==> src/logic/lfp_defines.vh <==
// constants for the low-power flash power handshake block
`ifndef LFP_DEFINES_VH
`define LFP_DEFINES_VH

// register byte offsets
`define LFP_OFS_MODE_CTL    8'h00
`define LFP_OFS_MODE_STAT   8'h04
`define LFP_OFS_CORE_CFG    8'h08
`define LFP_OFS_EVENT       8'h0C
`define LFP_OFS_TMR_CTL     8'h10
`define LFP_OFS_TMR_VAL     8'h14

// mode control fields
`define LFP_MC_GO           0
`define LFP_MC_LOWP         1
`define LFP_MC_FCFG_LO      2
`define LFP_MC_FCFG_HI      3

// flash power configurations
`define LFP_FLASH_NORMAL    2'h0
`define LFP_FLASH_LOWPWR    2'h1
`define LFP_FLASH_PWRDN     2'h2

// event flag positions
`define LFP_EV_CHECKSTOP    0
`define LFP_EV_MCHECK       1
`define LFP_EV_GAPWAKE      2
`define LFP_EV_BUSERR       3

// timer control fields
`define LFP_TC_EN           0
`define LFP_TC_FOSC         1
`define LFP_TC_BYP512       2
`define LFP_TC_BYP32        3
`define LFP_TC_SRC0         4

// reset values
`define LFP_RST_MODE_CTL    4'h0
`define LFP_RST_CORE_CFG    1'h0
`define LFP_RST_TMR_CTL     5'h00
`define LFP_RST_TMR_VAL     16'h0000
`define LFP_RST_FLAGS       2'h3

// timing counts
`define LFP_SYNC_STAGES     2
`define LFP_GAP_MIN_CYC     2
`define LFP_GAP_MAX_CYC     4
`define LFP_PRE_A_DIV       512
`define LFP_PRE_B_DIV       32

`endif

==> src/logic/lfp_mode_ctrl.v <==
// mode controller with flash power handshake and fetch error handling
`timescale 1ns/1ps
`include "lfp_defines.vh"

module lfp_mode_ctrl #(
  parameter LARGE_CORE = 0,
  parameter VAL_W      = 16
) (
  input  wire        sys_clk,
  input  wire        srst,
  input  wire [7:0]  paddr,
  input  wire        psel,
  input  wire        penable,
  input  wire        pwrite,
  input  wire [31:0] pwdata,
  output reg  [31:0] prdata,
  output wire        pready,
  output wire        pslverr,
  output reg         flash_pwr_req,
  output reg  [1:0]  flash_pwr_mode,
  input  wire        flash_pwr_ack,
  input  wire        wakeup_signal,
  input  wire        irq_pending,
  input  wire        fosc_tick,
  input  wire        fetch_bus_err,
  output reg         core_run,
  output reg         machine_check,
  output reg         checkstop_reset
);

  localparam ST_RUN   = 2'h0;
  localparam ST_ENTER = 2'h1;
  localparam ST_LOWP  = 2'h2;
  localparam ST_EXIT  = 2'h3;

  localparam [1:0] RST_FLAGS = `LFP_RST_FLAGS;

  // address decode, shared by the slave error and the write enable
  function is_mapped;
    input [7:0] a;
    begin
      is_mapped = (a == `LFP_OFS_MODE_CTL) | (a == `LFP_OFS_MODE_STAT)
                  | (a == `LFP_OFS_CORE_CFG) | (a == `LFP_OFS_EVENT)
                  | (a == `LFP_OFS_TMR_CTL) | (a == `LFP_OFS_TMR_VAL);
    end
  endfunction

  // flash configuration field of the mode control word
  function [1:0] flash_cfg;
    input [3:0] m;
    begin
      flash_cfg = m[`LFP_MC_FCFG_HI:`LFP_MC_FCFG_LO];
    end
  endfunction

  reg  [1:0]       state_q;
  reg  [1:0]       state_d;
  reg              req_d;
  reg  [1:0]       pmode_d;
  reg              run_d;
  reg  [3:0]       mode_ctl_q;
  reg              mce_q;
  reg  [4:0]       tmr_ctl_q;
  reg  [VAL_W-1:0] tmr_val_q;
  reg  [3:0]       event_q;
  reg  [3:0]       event_set;
  reg              code_flash_state_flag_q;
  reg              data_flash_state_flag_q;
  reg  [1:0]       run_fcfg_q;
  reg  [1:0]       ack_sync_q;
  reg              ack_prev_q;
  reg  [1:0]       wk_sync_q;
  reg  [1:0]       fosc_sync_q;
  reg              fosc_prev_q;
  reg              go_q;
  reg              gap_wake;

  wire             wr_en;
  wire             rd_en;
  wire             addr_hit;
  wire             ack_s;
  wire             ack_edge;
  wire             tmr_wake;
  wire             wake_any;
  wire             fosc_rise;
  wire             err_mcheck;

  // two flops on the flash acknowledge, this is where the gap comes from
  always @(posedge sys_clk) begin
    if (srst) begin
      ack_sync_q <= 2'h0;
      ack_prev_q <= 1'b0;
    end else begin
      ack_sync_q <= {ack_sync_q[0], flash_pwr_ack};
      ack_prev_q <= ack_sync_q[1];
    end
  end

  // wake pin is asynchronous to the system clock
  always @(posedge sys_clk) begin
    if (srst) begin
      wk_sync_q <= 2'h0;
    end else begin
      wk_sync_q <= {wk_sync_q[0], wakeup_signal};
    end
  end

  // only rising edges count, so the pin must toggle below half the clock
  always @(posedge sys_clk) begin
    if (srst) begin
      fosc_sync_q <= 2'h0;
      fosc_prev_q <= 1'b0;
    end else begin
      fosc_sync_q <= {fosc_sync_q[0], fosc_tick};
      fosc_prev_q <= fosc_sync_q[1];
    end
  end

  assign ack_s     = ack_sync_q[1];
  assign ack_edge  = ack_s ^ ack_prev_q;
  assign fosc_rise = fosc_sync_q[1] & ~fosc_prev_q;

  lfp_wake_timer #(
    .VAL_W (VAL_W)
  ) u_timer (
    .sys_clk    (sys_clk),
    .srst       (srst),
    .enable     (tmr_ctl_q[`LFP_TC_EN]),
    .fosc_sel   (tmr_ctl_q[`LFP_TC_FOSC]),
    .fosc_tick  (fosc_rise),
    .byp_512    (tmr_ctl_q[`LFP_TC_BYP512]),
    .byp_32     (tmr_ctl_q[`LFP_TC_BYP32]),
    .timeout    (tmr_val_q),
    .wake_pulse (tmr_wake)
  );

  // timer wakes only when routed to wakeup source zero
  assign wake_any = wk_sync_q[1] | irq_pending
                    | (tmr_wake & tmr_ctl_q[`LFP_TC_SRC0]);

  // APB slave, zero wait states
  assign pready   = 1'b1;
  assign addr_hit = is_mapped(paddr);
  assign pslverr  = psel & penable & ~addr_hit;
  assign wr_en    = psel & penable & pwrite & addr_hit;
  assign rd_en    = psel & ~penable & ~pwrite;

  always @(posedge sys_clk) begin
    if (srst) begin
      prdata <= 32'h00000000;
    end else if (rd_en) begin
      case (paddr)
        `LFP_OFS_MODE_CTL: prdata <= {28'h0000000, mode_ctl_q};
        `LFP_OFS_MODE_STAT: prdata <= {24'h000000, run_fcfg_q, core_run,
                                       state_q, flash_pwr_req,
                                       data_flash_state_flag_q,
                                       code_flash_state_flag_q};
        `LFP_OFS_CORE_CFG: prdata <= {31'h00000000, mce_q};
        `LFP_OFS_EVENT: prdata <= {28'h0000000, event_q};
        `LFP_OFS_TMR_CTL: prdata <= {27'h0000000, tmr_ctl_q};
        `LFP_OFS_TMR_VAL: prdata <= {{(32-VAL_W){1'b0}}, tmr_val_q};
        default: prdata <= 32'h00000000;
      endcase
    end
  end

  always @(posedge sys_clk) begin
    if (srst) begin
      mode_ctl_q <= `LFP_RST_MODE_CTL;
      mce_q      <= `LFP_RST_CORE_CFG;
      tmr_ctl_q  <= `LFP_RST_TMR_CTL;
      tmr_val_q  <= {VAL_W{1'b0}};
      go_q       <= 1'b0;
    end else begin
      go_q <= 1'b0;
      if (wr_en) begin
        case (paddr)
          `LFP_OFS_MODE_CTL: begin
            mode_ctl_q <= {pwdata[3:1], 1'b0};
            go_q       <= pwdata[`LFP_MC_GO];
          end
          `LFP_OFS_CORE_CFG: mce_q <= pwdata[0];
          `LFP_OFS_TMR_CTL: tmr_ctl_q <= pwdata[4:0];
          `LFP_OFS_TMR_VAL: tmr_val_q <= pwdata[VAL_W-1:0];
          default: go_q <= 1'b0;
        endcase
      end
    end
  end

  // mode sequencer
  always @* begin
    state_d  = state_q;
    req_d    = flash_pwr_req;
    pmode_d  = flash_pwr_mode;
    run_d    = core_run;
    gap_wake = 1'b0;
    case (state_q)
      ST_RUN: begin
        if (go_q) begin
          if (mode_ctl_q[`LFP_MC_LOWP]) begin
            // ask the flash for the configured mode and stop the core in the same cycle
            req_d   = 1'b1;
            pmode_d = flash_cfg(mode_ctl_q);
            run_d   = 1'b0;
            state_d = ST_ENTER;
          end else begin
            // run-mode flash change, used to resync the flash
            req_d   = (flash_cfg(mode_ctl_q) != `LFP_FLASH_NORMAL);
            pmode_d = flash_cfg(mode_ctl_q);
          end
        end
      end
      ST_ENTER: begin
        if (wake_any & ~ack_s) begin
          // acknowledge not seen yet: flash assumed up
          req_d    = 1'b0;
          pmode_d  = `LFP_FLASH_NORMAL;
          run_d    = 1'b1;
          gap_wake = 1'b1;
          state_d  = ST_RUN;
        end else if (ack_s) begin
          state_d = ST_LOWP;
        end
      end
      ST_LOWP: begin
        if (wake_any) begin
          req_d   = 1'b0;
          pmode_d = `LFP_FLASH_NORMAL;
          state_d = ST_EXIT;
        end
      end
      ST_EXIT: begin
        // stay low until flash reports powered up again
        if (~ack_s) begin
          run_d   = 1'b1;
          state_d = ST_RUN;
        end
      end
      default: begin
        state_d = ST_RUN;
        req_d   = 1'b0;
        pmode_d = `LFP_FLASH_NORMAL;
        run_d   = 1'b1;
      end
    endcase
  end

  always @(posedge sys_clk) begin
    if (srst) begin
      state_q        <= ST_RUN;
      flash_pwr_req  <= 1'b0;
      flash_pwr_mode <= `LFP_FLASH_NORMAL;
      core_run       <= 1'b1;
    end else begin
      state_q        <= state_d;
      flash_pwr_req  <= req_d;
      flash_pwr_mode <= pmode_d;
      core_run       <= run_d;
    end
  end

  // flags move only on an acknowledge edge, never on the request
  always @(posedge sys_clk) begin
    if (srst) begin
      code_flash_state_flag_q <= RST_FLAGS[0];
      data_flash_state_flag_q <= RST_FLAGS[1];
      run_fcfg_q              <= `LFP_FLASH_NORMAL;
    end else if (ack_edge) begin
      code_flash_state_flag_q <= ~ack_s;
      data_flash_state_flag_q <= ~ack_s;
      run_fcfg_q              <= ack_s ? flash_pwr_mode : `LFP_FLASH_NORMAL;
    end
  end

  // fetch fault handling; no checkstop on the large core
  assign err_mcheck = (LARGE_CORE != 0) | mce_q;

  always @(posedge sys_clk) begin
    if (srst) begin
      machine_check <= 1'b0;
    end else begin
      machine_check <= fetch_bus_err & core_run & err_mcheck;
    end
  end

  // unhandled fault leads to the normal reset path
  always @(posedge sys_clk) begin
    if (srst) begin
      checkstop_reset <= 1'b0;
    end else begin
      checkstop_reset <= fetch_bus_err & core_run & ~err_mcheck;
    end
  end

  // sticky events, write one to clear; a new event beats the clear
  always @* begin
    event_set                     = 4'h0;
    event_set[`LFP_EV_CHECKSTOP]  = checkstop_reset;
    event_set[`LFP_EV_MCHECK]     = machine_check;
    event_set[`LFP_EV_GAPWAKE]    = gap_wake;
    event_set[`LFP_EV_BUSERR]     = fetch_bus_err & core_run;
  end

  always @(posedge sys_clk) begin
    if (srst) begin
      event_q <= 4'h0;
    end else if (wr_en & (paddr == `LFP_OFS_EVENT)) begin
      event_q <= (event_q & ~pwdata[3:0]) | event_set;
    end else begin
      event_q <= event_q | event_set;
    end
  end

endmodule

==> src/logic/lfp_wake_timer.v <==
// periodic wake timer with bypassable prescalers
`timescale 1ns/1ps
`include "lfp_defines.vh"

module lfp_wake_timer #(
  parameter VAL_W = 16
) (
  input  wire             sys_clk,
  input  wire             srst,
  input  wire             enable,
  input  wire             fosc_sel,
  input  wire             fosc_tick,
  input  wire             byp_512,
  input  wire             byp_32,
  input  wire [VAL_W-1:0] timeout,
  output reg              wake_pulse
);

  reg  [8:0]       pre_a_q;
  reg  [4:0]       pre_b_q;
  reg  [VAL_W-1:0] cnt_q;
  wire             src_tick;
  wire             a_tick;
  wire             b_tick;

  // source is the system clock or the fast oscillator tick
  assign src_tick = fosc_sel ? fosc_tick : 1'b1;
  assign a_tick = src_tick & (byp_512 | (pre_a_q == 9'h1FF));
  assign b_tick = a_tick & (byp_32 | (pre_b_q == 5'h1F));

  always @(posedge sys_clk) begin
    if (srst | ~enable) begin
      pre_a_q    <= 9'h000;
      pre_b_q    <= 5'h00;
      cnt_q      <= {VAL_W{1'b0}};
      wake_pulse <= 1'b0;
    end else begin
      wake_pulse <= 1'b0;
      if (src_tick) begin
        pre_a_q <= pre_a_q + 9'h001;
      end
      if (a_tick) begin
        pre_b_q <= pre_b_q + 5'h01;
      end
      if (b_tick) begin
        // timeout of zero fires every tick
        if (cnt_q >= timeout) begin
          cnt_q      <= {VAL_W{1'b0}};
          wake_pulse <= 1'b1;
        end else begin
          cnt_q <= cnt_q + {{(VAL_W-1){1'b0}}, 1'b1};
        end
      end
    end
  end

endmodule
==> config.mk <==
export PLATFORM = sky130hd
export DESIGN_NAME = lfp_mode_ctrl
export DESIGN_NICKNAME = d
export VERILOG_FILES = /design/src/logic/lfp_mode_ctrl.v /design/src/logic/lfp_wake_timer.v
export VERILOG_INCLUDE_DIRS = /design/src /design/src/logic
export SDC_FILE = /design/constraint.sdc
export NUM_CORES = 1
export LEC_CHECK = 0
export BUFFER_PORTS_ARGS = -buffer_cell sky130_fd_sc_hd__buf_4
export CELL_PAD_IN_SITES_DETAIL_PLACEMENT = 1
export CELL_PAD_IN_SITES_GLOBAL_PLACEMENT = 2
export CORE_ASPECT_RATIO = 0.9
export CORE_MARGIN = 1.5
export CORE_UTILIZATION = 36
export CTS_CLUSTER_SIZE = 20
export DETAILED_ROUTE_END_ITERATION = 6
export PLACE_DENSITY = 0.93
export SLEW_MARGIN = 20
export SYNTH_ARGS = -nofsm -noshare
export SYNTH_HDL_FRONTEND = slang
export SYNTH_HIERARCHICAL = 1
export SYNTH_SLANG_ARGS = --single-unit
export TNS_END_PERCENT = 5
==> constraint.sdc <==
create_clock -name sys_clk -period 2.8 [get_ports sys_clk]
set_input_delay 0.56 -clock sys_clk [delete_from_list [all_inputs] [get_ports sys_clk]]
set_output_delay 0.56 -clock sys_clk [all_outputs]
set_load 0.05 [all_outputs]
======== Word level (Yosys, flattened, before mapping) ========
Cells that the tools add are included.
storage, ports and cells
  bits in registers ....................... 112
  latch bits .............................. 0
  RAM bits ................................ 0
  memory bits (read-only) ................. 0
  bits of input ports ..................... 50
  output and inout bits ................... 40
  logic and storage cells ................. 127
  memories kept ........................... 0
cells by class
  add/sub/neg operators ................... 3
  multiply operators ...................... 0
  divide/modulo/power cells ............... 0
  $lt $le $gt $ge ......................... 1
  eq/ne operators ......................... 16
  shift-type cells ........................ 0
  mux-type cells .......................... 29
  bitwise operators ....................... 40
  reductions and logical operators ........ 14
operators by type and width
  kind                                                              number
  16-bit one-hot mux with 6 select lines                            1
  2-bit 2-to-1 mux                                                  10
  16-bit by 1-bit adder with 16-bit output (second input constant)  1
  8-bit by 4-bit == test with 1-bit output (second input constant)  2
  8-bit by 5-bit == test with 1-bit output (second input constant)  2
  16-bit >= comparator                                              1
  16-bit 2-to-1 mux                                                 1
  1-bit AND                                                         15
  1-bit 2-to-1 mux                                                  12
  2-bit inequality test (second input constant)                     5
  1-bit NOT                                                         10
  1-bit OR                                                          10
  5-bit AND reduction                                               2
  9-bit by 1-bit adder with 9-bit output (second input constant)    1
  9-bit == test (second input constant)                             1
  8-bit by 3-bit == test with 1-bit output (second input constant)  1
  8-bit logical NOT                                                 1
  4-bit OR                                                          2
  2-bit one-hot mux with 4 select lines                             1
  2-bit AND reduction                                               4
  1-bit one-hot mux with 3 select lines                             2
  2-bit one-hot mux with 3 select lines                             1
  3-bit nonzero test                                                2
  5-bit by 1-bit adder with 5-bit output (second input constant)    1
  other kinds (13)                                                  14

======== Logic depth before layout (Yosys ltp) ========
Gate-level depths: netlist (run 1).
  word-level depth ........................ 9
  gate-level depth with buffers ........... 9
  depth with buffers taken out ............ 9

======== Modules after synthesis ========
Netlist (run 1), hierarchy kept.
by module, submodules not included
  module          times used  cells each  area an instance (µm²)  sequential area each (µm²)
  lfp_mode_ctrl   1           321         2897.8                  1301.2
  lfp_wake_timer  1           206         1870.5                  620.6

======== Least setup slack after synthesis (run 1) ========
No wires, ideal clock.
  path kind ............................... in2out
  start ................................... in paddr[4]
  end ..................................... out pslverr
  arrival ................................. 1.643 ns
  data required time ...................... 2.240 ns
  setup slack ............................. 0.597 ns
  stages .................................. 3
  buffers on the path ..................... 1
  path through ............................ buf_2 a211oi_1 a21oi_1
on the way
  word-level cells in the longest chain between the ends .. 8
  elaborated cells between the ends (all ways) .. 13
  classes of those cells .................. eq/ne (5); bitwise (7); reduce/logical (1)
RTL lines
  element                                                                        line                 RTL
  start: declaration                                                             lfp_mode_ctrl.v:11   input wire [7:0] paddr,
  8-bit by 3-bit == test with 1-bit output or 8-bit logical NOT (tied branches)  n/a
  1-bit OR (4 in a row)                                                          lfp_mode_ctrl.v:42   is_mapped = (a == `LFP_OFS_MODE_CTL) | (a == `LFP_OFS_MODE_STAT)
  1-bit OR *                                                                     lfp_mode_ctrl.v:42
  1-bit NOT *                                                                    lfp_mode_ctrl.v:144  assign pslverr = psel & penable & ~addr_hit;
  1-bit AND *                                                                    lfp_mode_ctrl.v:144
  end: declaration                                                               lfp_mode_ctrl.v:18   output wire pslverr,
Every way passes the cells marked *; elsewhere a longest branch is shown, timed or not.

======== Worst setup path in the final report (run 1) ========
  start ................................... reg u_timer.pre_a_q[0]
  end ..................................... reg u_timer.wake_pulse
on the way
  word-level cells in the longest chain between the ends .. 6
RTL lines
  element                              line                 RTL
  start: declaration                   lfp_wake_timer.v:19  reg [8:0] pre_a_q;
  start signal: assignment             lfp_wake_timer.v:40  pre_a_q <= pre_a_q + 9'h001;
  9-bit == test                        lfp_wake_timer.v:28  assign a_tick = src_tick & (byp_512 | (pre_a_q == 9'h1FF));
  1-bit OR                             lfp_wake_timer.v:28
  1-bit AND                            lfp_wake_timer.v:28
  1-bit AND                            lfp_wake_timer.v:29  assign b_tick = a_tick & (byp_32 | (pre_b_q == 5'h1F));
  1-bit NOT (no source line)           n/a
  2-bit OR reduction (no source line)  n/a
  end signal: assignment               lfp_wake_timer.v:36  wake_pulse <= 1'b0;
  end signal: assignment               lfp_wake_timer.v:38  wake_pulse <= 1'b0;
  end signal: assignment               lfp_wake_timer.v:49  wake_pulse <= 1'b1;
  end: declaration                     lfp_wake_timer.v:16  output reg wake_pulse
Every way passes these cells.
A chain may end at the register's enable or synchronous reset.

==> results by group, run 1 <==
Route
  – Drt drc: 0
  – Vias: 3884
  – DR WL/cell: 16.5 µm
  – Initial DRC count: 159
  – Via density: 5.21
  – Routed WL: 12.3 mm
  – Remaining antenna violation count: 0
  – TritonRoute pass-1 iters: 4

Worst setup path
  – RR Endpoint: u_timer/wake_pulse
  – Setup crit end kind: flop
  – FF-to-FF setup slack: 0.57 ns
  – Critical R2R Launch: u_timer/pre_a_q[0]
  – Crit-path cells: ha_1 > nand3_1 > nor2_1 > ha_1 > nor2_2 > nor3_4 > a21boi_4 > nor2b_1
  – Worst R2R Path Depth: 8
  – Crit path buf inv count: 0
  – Worst Path Arrival: 2.52 ns
  – Slowest CP cell: a21boi_4
  – Kind of start point of the critical path: flop
  – CP delay by family, top: simple AND/OR/NAND/NOR gates
  – Critical Path RT: 3.09 ns
  – Crit path kind: flop to flop
  – Critical Path Sink: u_timer/wake_pulse
  – Highest net fanout along the worst path: 17
  – WP depth: 8
  – CP dominant cell by count: ha_1
  – Worst Setup SP: u_timer/pre_a_q[0]
  – Critical Path Max Stage Delay: 0.63 ns

Synthesis
  – Adder-cell share of the synthesized area: 0.0682
  – Xor/xnor share of the synthesized area: 0.0422
  – Cells after Synth: 527
  – Sequential share of the synthesized area: 0.403
  – Ys flop type: dfxtp_1
  – Simple-gate share of the synthesized area: 0.243
  – Compound-gate portion of the synthesized area: 0.129
  – Syn Std Cell Area: 4770 µm²
  – Post-synth EDFFs: 0
  – YS warnings: 6
  – #FFs+latches synth: 96
  – Syn avg cell area: 9.05 µm²
  – Synth unique cells: 60
  – Multiplexer share of the synthesized area: 0.0467
  – Synth async-reset ratio: 0
  – Largest family of logic cells by synthesized area: simple AND/OR/NAND/NOR gates

STA
  – Final setup TNS: 0 ns
  – Fin crit period: 2.23 ns
  – Clock Skews: 0.00728 ns
  – Fin. Hold Viols: 0
  – Setup violators final: 0
  – Slew Limit Fails: 0
  – F_max: 448 MHz
  – Fin worst setup slack: 0.570 ns
  – Slew Limit Headroom: 0.497
  – RSZ-0062 raised after global routing: no
  – Hold WS: 0.417 ns
  – Worst Tran Pin Value: 0.754 ns
  – Tcrit/Tclk final: 0.797

Layout
  – Final net count: 652
  – Area delta synth->final: 16.6%
  – Share of cells above drive strength 1: 0.172
  – Final instance area: 5560 µm²
  – Number of diodes: 0

GRT
  – Vias in the first global route: 4023
  – Remaining global-route overflow: 0
  – Gr usage total: 0.180
  – First-pass GRT wire length: 20.1 mm
  – Initial antenna violation count: 0
  – Largest net degree at the start of global routing: 49

Placed design
  – Placer Congestion: 0.787
  – Cell Area, Placed: 5250 µm²
  – Place WS: 0.276 ns
  – # port buffers: 56
  – Hpwl dp: 9.11 mm

Flow run
  – Max-Cap Viols: 0

Min path
  – Hold Startpoint: fosc_tick
  – Worst hold path type: input port to flop
  – Hold path depth: 2

Clocking
  – TritonCTS clock tree: done
  – Cts hold-fix bufs: 0
  – Setup bufs post-CTS: 0
  – Clock Sinks: 96
  – Root Driver: clkbuf_16
  – Post-CTS Resized: 0
  – CTS clk-pin slew, worst paths: 0.07 ns
  – Worst skew pair latency: 0.35 ns
  – Clock buffer count from CTS: 9
  – Worst-case clock buffer depth: 2
  – H-Tree Level Count: 3

Power and ir drop
  – PD cells: 519 nW/µm²
  – Leakage: 2.13 nW
  – Max IR drop VDD: 328 µV
  – Total power: 2.88 mW

Die
  – Top-level port count: 90
  – Rows: 39
  – Die height: 112 µm
  – Die area: 13900 µm²
  – Core region area: 12800 µm²
  – Initial Util: 0.373
  – Die Wd: 124 µm

Status
  – Status: finished, final reports clean
-- worst reg2reg max path, cell delays in order (launching register included) --
cell and delay, ns:
dfxtp_1 0.36, ha_1 0.20, nand3_1 0.09, nor2_1 0.11, ha_1 0.17, nor2_2 0.10, nor3_4 0.28, a21boi_4 0.63
nor2b_1 0.22
-- power by group --
| part | internal [mW] | leakage, nW | switching [mW] | total (mW) |
|---|---|---|---|---|
| registers | 1.38 | 0.776 | 0.0162 | 1.40 |
| clock network | 0.721 | 0.147 | 0.534 | 1.26 |
| logic | 0.0773 | 1.20 | 0.156 | 0.234 |
| total | 2.18 | 2.13 | 0.707 | 2.88 |
-- stage by stage --
stage | utilization | std cells
floorplan | - | 542
global placement | 0.411 | 729
detailed placement | 0.411 | 729
CTS | 0.434 | 745
global route | 0.435 | 745
finish | 0.435 | 745
-- registers in the layout, summed over array words and instances (netlist names), 2 cells and up, named ones only --
name and count:
prdata 16, tmr_val_q 16, u_timer/cnt_q 16, u_timer/pre_a_q 9
tmr_ctl_q 5, u_timer/pre_b_q 5, event_q 4, mode_ctl_q 3
ack_sync_q 2, flash_pwr_mode 2, fosc_sync_q 2, run_fcfg_q 2
wk_sync_q 2
-- kinds of logic (layout without fill, tap and decap cells) --
| logic type | after synthesis | after routing |
|---|---|---|
| compound gates | 95 | 95 |
| other cells | 2 | 17 |
| flops | 96 | 96 |
| fa+ha+maj | 26 | 26 |
| mux | 19 | 19 |
| buf+inv | 60 | 99 |
| simple gates | 206 | 206 |
| xor+xnor | 23 | 23 |
-- worst min-delay path by stage --
stage	end	slack, ns
after floorplan	ack_sync_q[1]	0.41
after global placement	ack_sync_q[1]	0.42
after detailed placement	ack_sync_q[1]	0.43
after global routing	fosc_sync_q[0]	0.42
after CTS	fosc_sync_q[0]	0.41
final	fosc_sync_q[0]	0.42
-- synth_stat cells (5+ instances only) --
cell,n,share of area
a21oi_1,39,0.041
a22oi_1,11,0.017
a311oi_1,6,0.011
and3_1,5,0.0066
buf_4,17,0.027
clkbuf_1,12,0.0094
dfxtp_1,96,0.40
ha_1,26,0.068
inv_1,22,0.017
mux2i_1,17,0.036
nand2_1,66,0.052
nand3_1,7,0.0073
nand4_1,13,0.017
nor2_1,41,0.032
nor2b_1,17,0.022
nor3_1,11,0.012
nor3_2,13,0.027
o21ai_0,11,0.012
xor2_1,19,0.035
-- routing by layer --
| metal | global-route usage | wire, µm | up-vias |
|---|---|---|---|
| met1 | 0.223 | 5670 | 1893 |
| met3 | 0.0539 | 492 | 9 |
| met5 | 0 | 0 | - |
| met4 | 0.0452 | 127 | 0 |
| met2 | 0.307 | 5980 | 72 |
| li1 | - | - | 1910 |
-- area by class of cell --
cell class                 count  area [µm²]
clock buffer                  12         246
clock inverter                 4        52.6
fill                        1525        7230
inverter                      22        82.6
multi-input combinational    386        2590
sequential                    96        1920
tap                          164         205
timing repair buffer          61         458
-- layout by cell type, fill, tap and decap left out, types with 5 or more instances in the layout --
| master | count |
|---|---|
| a21oi_1 | 39 |
| a22oi_1 | 11 |
| a311oi_1 | 6 |
| and3_1 | 5 |
| buf_4 | 61 |
| clkbuf_16 | 9 |
| conb_1 | 17 |
| dfxtp_1 | 96 |
| ha_1 | 26 |
| inv_1 | 22 |
| mux2i_1 | 17 |
| nand2_1 | 66 |
| nand3_1 | 7 |
| nand4_1 | 13 |
| nor2_1 | 41 |
| nor2b_1 | 17 |
| nor3_1 | 11 |
| nor3_2 | 13 |
| o21ai_0 | 11 |
| xor2_1 | 19 |
Power figures use the tool's default switching activity.
==> inputs of run 2 (changes only) <==
--- a/config.mk
+++ b/config.mk
@@ -11,10 +11,10 @@
 export CELL_PAD_IN_SITES_GLOBAL_PLACEMENT = 2
 export CORE_ASPECT_RATIO = 0.9
 export CORE_MARGIN = 1.5
-export CORE_UTILIZATION = 36
+export CORE_UTILIZATION = 30
 export CTS_CLUSTER_SIZE = 20
 export DETAILED_ROUTE_END_ITERATION = 6
-export PLACE_DENSITY = 0.93
+export PLACE_DENSITY = 0.83
 export SLEW_MARGIN = 20
 export SYNTH_ARGS = -nofsm -noshare
 export SYNTH_HDL_FRONTEND = slang
==> constraint.sdc (replaced) <==
create_clock -name sys_clk -period 2 [get_ports sys_clk]
set_input_delay 0.4 -clock sys_clk [delete_from_list [all_inputs] [get_ports sys_clk]]
set_output_delay 0.4 -clock sys_clk [all_outputs]
set_load 0.05 [all_outputs]
==> run 2 against run 1 <==
  * Clock power grew 42%
  * First-iteration DRC count decreased by 7.5%
  * Largest power group unchanged
  * Fmax rose by 8.9%
  * Via count grew 3.0%
  * Critical endpoint is now u_timer/cnt_q[8]
  * Core utilization down 5.0 points
  * The run now ends with negative setup slack left
  * Flip-flop and latch count unchanged
  * Combinational power rose by 46%
  * Sequential power up 39%
  * Sequential share of layout area shrank 2.2 points
  * Total power up 41%
==> results by group, run 2 (synthesis gave the netlist of run 1 again) <==
STA
  – Slew Limit Headroom: 0.659
  – Clock Skews: 0.00702 ns
  – Slew Limit Fails: 0
  – Fin worst setup slack: -0.0487 ns
  – Worst Tran Pin Value: 0.507 ns
  – Tcrit/Tclk final: 1.02
  – Fin crit period: 2.05 ns
  – Fin. Hold Viols: 0
  – Setup violators final: 14
  – F_max: 488 MHz
  – RSZ-0062 raised after global routing: yes

Layout
  – Commonest non-fill, non-tap cell in the layout: dfxtp_1
  – Area delta synth->final: 25.2%
  – Final net count: 683
  – Share of cells above drive strength 1: 0.243
  – Biggest regs: prdata (16), tmr_val_q (16), u_timer/cnt_q (16)
  – Number of diodes: 0
  – Most frequent cells in the layout: dfxtp_1 (89), buf_4 (87), nand2_1 (66)
  – Non-Filler Instances: 814

GRT
  – Gr usage total: 0.165
  – Remaining global-route overflow: 0
  – Vias in the first global route: 4114
  – Initial antenna violation count: 0
  – Largest net degree at the start of global routing: 32
  – First-pass GRT wire length: 21.1 mm

Power and ir drop
  – Max IR drop VDD: 508 µV
  – Total power: 4.08 mW
  – Leakage: 2.31 nW
  – PD cells: 683 nW/µm²

Route
  – Remaining antenna violation count: 0
  – DR WL/cell: 16.2 µm
  – Vias: 3999
  – Via density: 4.91
  – Initial DRC count: 147
  – TritonRoute pass-1 iters: 4
  – Drt drc: 0
  – Routed WL: 13.2 mm

Die
  – Rows: 43
  – Die area: 16700 µm²
  – Top-level port count: 90
  – Initial Util: 0.308
  – Die Wd: 136 µm
  – Die height: 123 µm
  – Core region area: 15500 µm²

Clocking
  – Clock buffer count from CTS: 9
  – Worst skew pair latency: 0.36 ns
  – H-Tree Level Count: 3
  – Root Driver: clkbuf_16
  – Clock Sinks: 96
  – CTS clk-pin slew, worst paths: 0.07 ns
  – TritonCTS clock tree: done
  – Worst-case clock buffer depth: 2
  – Cts hold-fix bufs: 0

Placed design
  – Hpwl dp: 9.61 mm
  – Placer Congestion: 0.812
  – Cell total after placement: 790
  – # port buffers: 56

Worst setup path
  – RR Endpoint: u_timer/cnt_q[8]
  – FF-to-FF setup slack: -0.05 ns
  – Critical Path Sink: u_timer/cnt_q[8]
  – Worst Path Arrival: 2.28 ns
  – Setup crit end kind: flop
  – Kind of start point of the critical path: flop
  – Worst R2R Path Depth: 9
  – Critical Path RT: 2.23 ns
  – Crit path kind: flop to flop
  – Worst Setup SP: tmr_val_q[15]
  – Highest net fanout along the worst path: 6
  – Critical R2R Launch: tmr_val_q[15]

Flow run
  – Max-Cap Viols: 0

Status
  – Status: finished, violations left
  – Failing checks: negative setup slack

Min path
  – Worst hold path type: input port to flop
-- run 2: what timing repair did --
action,CTS,global route
pin swaps,3,11
setup endpoints to repair,17,19
buffers inserted,1,6
resized for setup,6,17
cloned,0,1
-- run 2: final cells by class --
cell class | instances | area, µm²
clock inverters | 7 | 78.8
multi-input cells | 386 | 2670
well taps | 202 | 253
clock buffers | 9 | 225
repair buffers | 92 | 732
fillers | 1826 | 9530
inverters | 22 | 82.6
flip-flops and latches | 96 | 1930
-- run 2: worst min-delay path by stage --
stage | endpoint | cells after the start | startpoint | slack (ns)
finish | ack_sync_q[0] | 2 | flash_pwr_ack | 0.26
detailed placement | ack_sync_q[1] | 1 | ack_sync_q[0] | 0.44
global route | fosc_sync_q[0] | 2 | fosc_tick | 0.26
CTS | ack_sync_q[0] | 2 | flash_pwr_ack | 0.24
global placement | ack_sync_q[1] | 1 | ack_sync_q[0] | 0.42
floorplan | ack_sync_q[1] | 1 | ack_sync_q[0] | 0.41
-- run 2: layer usage --
layer	wire length [µm]	up-vias	track usage
met2	6500	68	0.284
li1	-	1979	-
met4	132	0	0.0419
met1	6110	1939	0.207
met5	0	-	0
met3	480	13	0.0405
-- run 2: power by group --
group | total (mW) | internal [mW] | switching, mW | leakage (nW)
clock network | 1.79 | 0.985 | 0.805 | 0.144
logic | 0.341 | 0.116 | 0.226 | 1.39
registers | 1.95 | 1.93 | 0.0170 | 0.779
-- run 2: worst max-delay path: stages (launching register included) --
cell	delay, ns
dfxtp_2	0.35
inv_2	0.06
ha_4	0.26
nand4_1	0.11
buf_6	0.15
nor3_4	0.32
a31oi_4	0.14
a21boi_4	0.26
clkbuf_16	0.21
nor3_2	0.04
-- run 2: through the flow --
stage	area (µm²)	TNS, ns	hold slack [ns]	util	worst slack [ns]
2_1_floorplan	4820	0	0.414	-	0.0863
3_3_place_gp	5490	-0.0173	0.419	0.354	-0.0173
3_5_place_dp	5490	-0.416	0.441	0.354	-0.0941
4_1_cts	5820	-0.256	0.243	0.376	-0.0276
5_1_grt	5970	-1.56	0.263	0.385	-0.117
6_report	5970	-0.353	0.258	0.385	-0.0487
==> inputs of run 3 (changes only) <==
--- a/config.mk
+++ b/config.mk
@@ -11,10 +11,10 @@
 export CELL_PAD_IN_SITES_GLOBAL_PLACEMENT = 2
 export CORE_ASPECT_RATIO = 0.9
 export CORE_MARGIN = 1.5
-export CORE_UTILIZATION = 30
+export CORE_UTILIZATION = 36
 export CTS_CLUSTER_SIZE = 20
 export DETAILED_ROUTE_END_ITERATION = 6
-export PLACE_DENSITY = 0.83
+export PLACE_DENSITY = 0.93
 export SLEW_MARGIN = 20
 export SYNTH_ARGS = -nofsm -noshare
 export SYNTH_HDL_FRONTEND = slang
==> constraint.sdc (replaced) <==
create_clock -name sys_clk -period 2.53 [get_ports sys_clk]
set_input_delay 0.506 -clock sys_clk [delete_from_list [all_inputs] [get_ports sys_clk]]
set_output_delay 0.506 -clock sys_clk [all_outputs]
set_load 0.05 [all_outputs]
==> run 3 against run 2 <==
  * The flow now finishes without violations
  * First-iteration DRC count increased by 37%
  * Worst hold slack gained 0.11 ns
  * Via count shrank 1.6%
  * Core utilization grew 5.1 points
  * Critical path type unchanged
  * Largest power group unchanged
  * Highest routed layer unchanged
==> results by group, run 3 (synthesis gave the netlist of run 1 again) <==
STA
  – Worst Tran Pin Value: 0.692 ns
  – Clock Skews: 0.0134 ns
  – RSZ-0062 raised after global routing: no
  – Tcrit/Tclk final: 0.899
  – Fin crit period: 2.27 ns
  – F_max: 440 MHz
  – Setup violators final: 0
  – Slew Limit Fails: 0
  – Final setup TNS: 0 ns
  – Slew Limit Headroom: 0.538
  – Fin. Hold Viols: 0

Clocking
  – Worst skew pair latency: 0.35 ns
  – Root Driver: clkbuf_16
  – H-Tree Level Count: 3
  – Clock buffer count from CTS: 9
  – CTS clk-pin slew, worst paths: 0.07 ns
  – Worst-case clock buffer depth: 2
  – Clock Sinks: 96
  – TritonCTS clock tree: done

Die
  – Die area: 13900 µm²
  – Top-level port count: 90
  – Initial Util: 0.373
  – Core region area: 12800 µm²
  – Rows: 39
  – Die Wd: 124 µm
  – Die height: 112 µm

Min path
  – Hold path endpoint: ack_sync_q[0]
  – Hold Startpoint: flash_pwr_ack
  – Hold path depth: 2
  – Worst hold path type: input port to flop

Worst setup path
  – CP dominant cell by count: ha_1
  – RR Endpoint: u_timer/wake_pulse
  – Highest net fanout along the worst path: 17
  – FF-to-FF setup slack: 0.26 ns
  – Setup crit end kind: flop
  – Crit-path cells: ha_1 > nand3_1 > nor2_1 > ha_1 > nor2_2 > nor3_4 > a21boi_4 > nor2b_1
  – Critical Path RT: 2.81 ns
  – Crit path kind: flop to flop
  – Critical R2R Launch: u_timer/pre_a_q[0]
  – Kind of start point of the critical path: flop
  – Worst Path Arrival: 2.55 ns
  – Critical Path Max Stage Delay: 0.65 ns
  – Worst R2R Path Depth: 8
  – Slowest CP cell: a21boi_4

GRT
  – Remaining global-route overflow: 0
  – First-pass GRT wire length: 20.9 mm
  – Largest net degree at the start of global routing: 40
  – Initial antenna violation count: 0
  – Gr usage total: 0.186
  – Vias in the first global route: 4120

Layout
  – Biggest regs: prdata (16), tmr_val_q (16), u_timer/cnt_q (16)
  – Number of diodes: 0
  – Most frequent cells in the layout: dfxtp_1 (96), nand2_1 (66), buf_4 (62)
  – Share of cells above drive strength 1: 0.177
  – Area delta synth->final: 17.0%
  – Non-Filler Instances: 746
  – Final net count: 653
  – Commonest non-fill, non-tap cell in the layout: dfxtp_1
  – Final instance area: 5580 µm²

Placed design
  – Hpwl dp: 9.28 mm
  – Placer Congestion: 0.798
  – Cell total after placement: 730
  – Cell Area, Placed: 5260 µm²
  – # port buffers: 56

Power and ir drop
  – PD cells: 578 nW/µm²
  – Max IR drop VDD: 337 µV
  – Leakage: 2.13 nW

Route
  – Routed WL: 12.5 mm
  – Vias: 3937
  – TritonRoute pass-1 iters: 4
  – Drt drc: 0
  – DR WL/cell: 16.8 µm
  – Remaining antenna violation count: 0
  – Initial DRC count: 202
  – Via density: 5.28

Status
  – Status: finished, final reports clean

Flow run
  – Max-Cap Viols: 0
run 3: cell type report:
type                       instances  area [µm²]
sequential                        96        1920
fill                            1508        7200
inverter                          22        82.6
clock buffer                      10         239
clock inverter                     6        73.8
tap                              164         205
multi-input combinational        386        2590
timing repair buffer              62         465
run 3: metrics by stage:
step | hold slack [ns] | worst slack (ns) | power (mW) | utilization
floorplan | 0.414 | 0.435 | 1.77 | -
global placement | 0.417 | 0.0862 | 1.83 | 0.411
detailed placement | 0.427 | -0.0101 | 1.84 | 0.411
CTS | 0.362 | 0.226 | 3.26 | 0.436
global route | 0.374 | 0.0368 | 3.34 | 0.436
finish | 0.372 | 0.255 | 3.22 | 0.436
run 3: how the worst max path moves through the flow:
stage,depth (start not counted),startpoint,endpoint
floorplan,3,paddr[4],pslverr
CTS,8,u_timer/pre_a_q[0],u_timer/wake_pulse
global route,8,u_timer/pre_a_q[0],u_timer/wake_pulse
finish,8,u_timer/pre_a_q[0],u_timer/wake_pulse
detailed placement,8,u_timer/pre_a_q[0],u_timer/wake_pulse
global placement,8,u_timer/pre_a_q[0],u_timer/wake_pulse
run 3: power breakdown:
part	internal (mW)	switching [mW]
Combinational	0.0855	0.173
Sequential	1.53	0.0170
Clock	0.807	0.615
Total	2.42	0.805
run 3: repair_timing:
item / CTS / global route
hold buffers: 0 / 0
endpoints found under the setup margin: 8 / 0
setup buffers: 0 / 0
resized for setup: 1 / 0
run 3: metal layers:
layer / GRT usage / part of all wire / vias up
met1: 0.228 / 0.46 / 1945
met4: 0.0330 / 0.0033 / 0
met2: 0.334 / 0.50 / 72
met3: 0.0462 / 0.038 / 4
met5: 0 / 0 / -
li1: - / - / 1916
run 3: worst max-delay path, delay by kind of cell, from the launching register on:
family                     cells  cell delay (ns)
and+or+nand+nor                5             0.79
AOI/OAI and AO/OA              1             0.65
DFF                            1             0.39
adders and majority gates      2             0.39
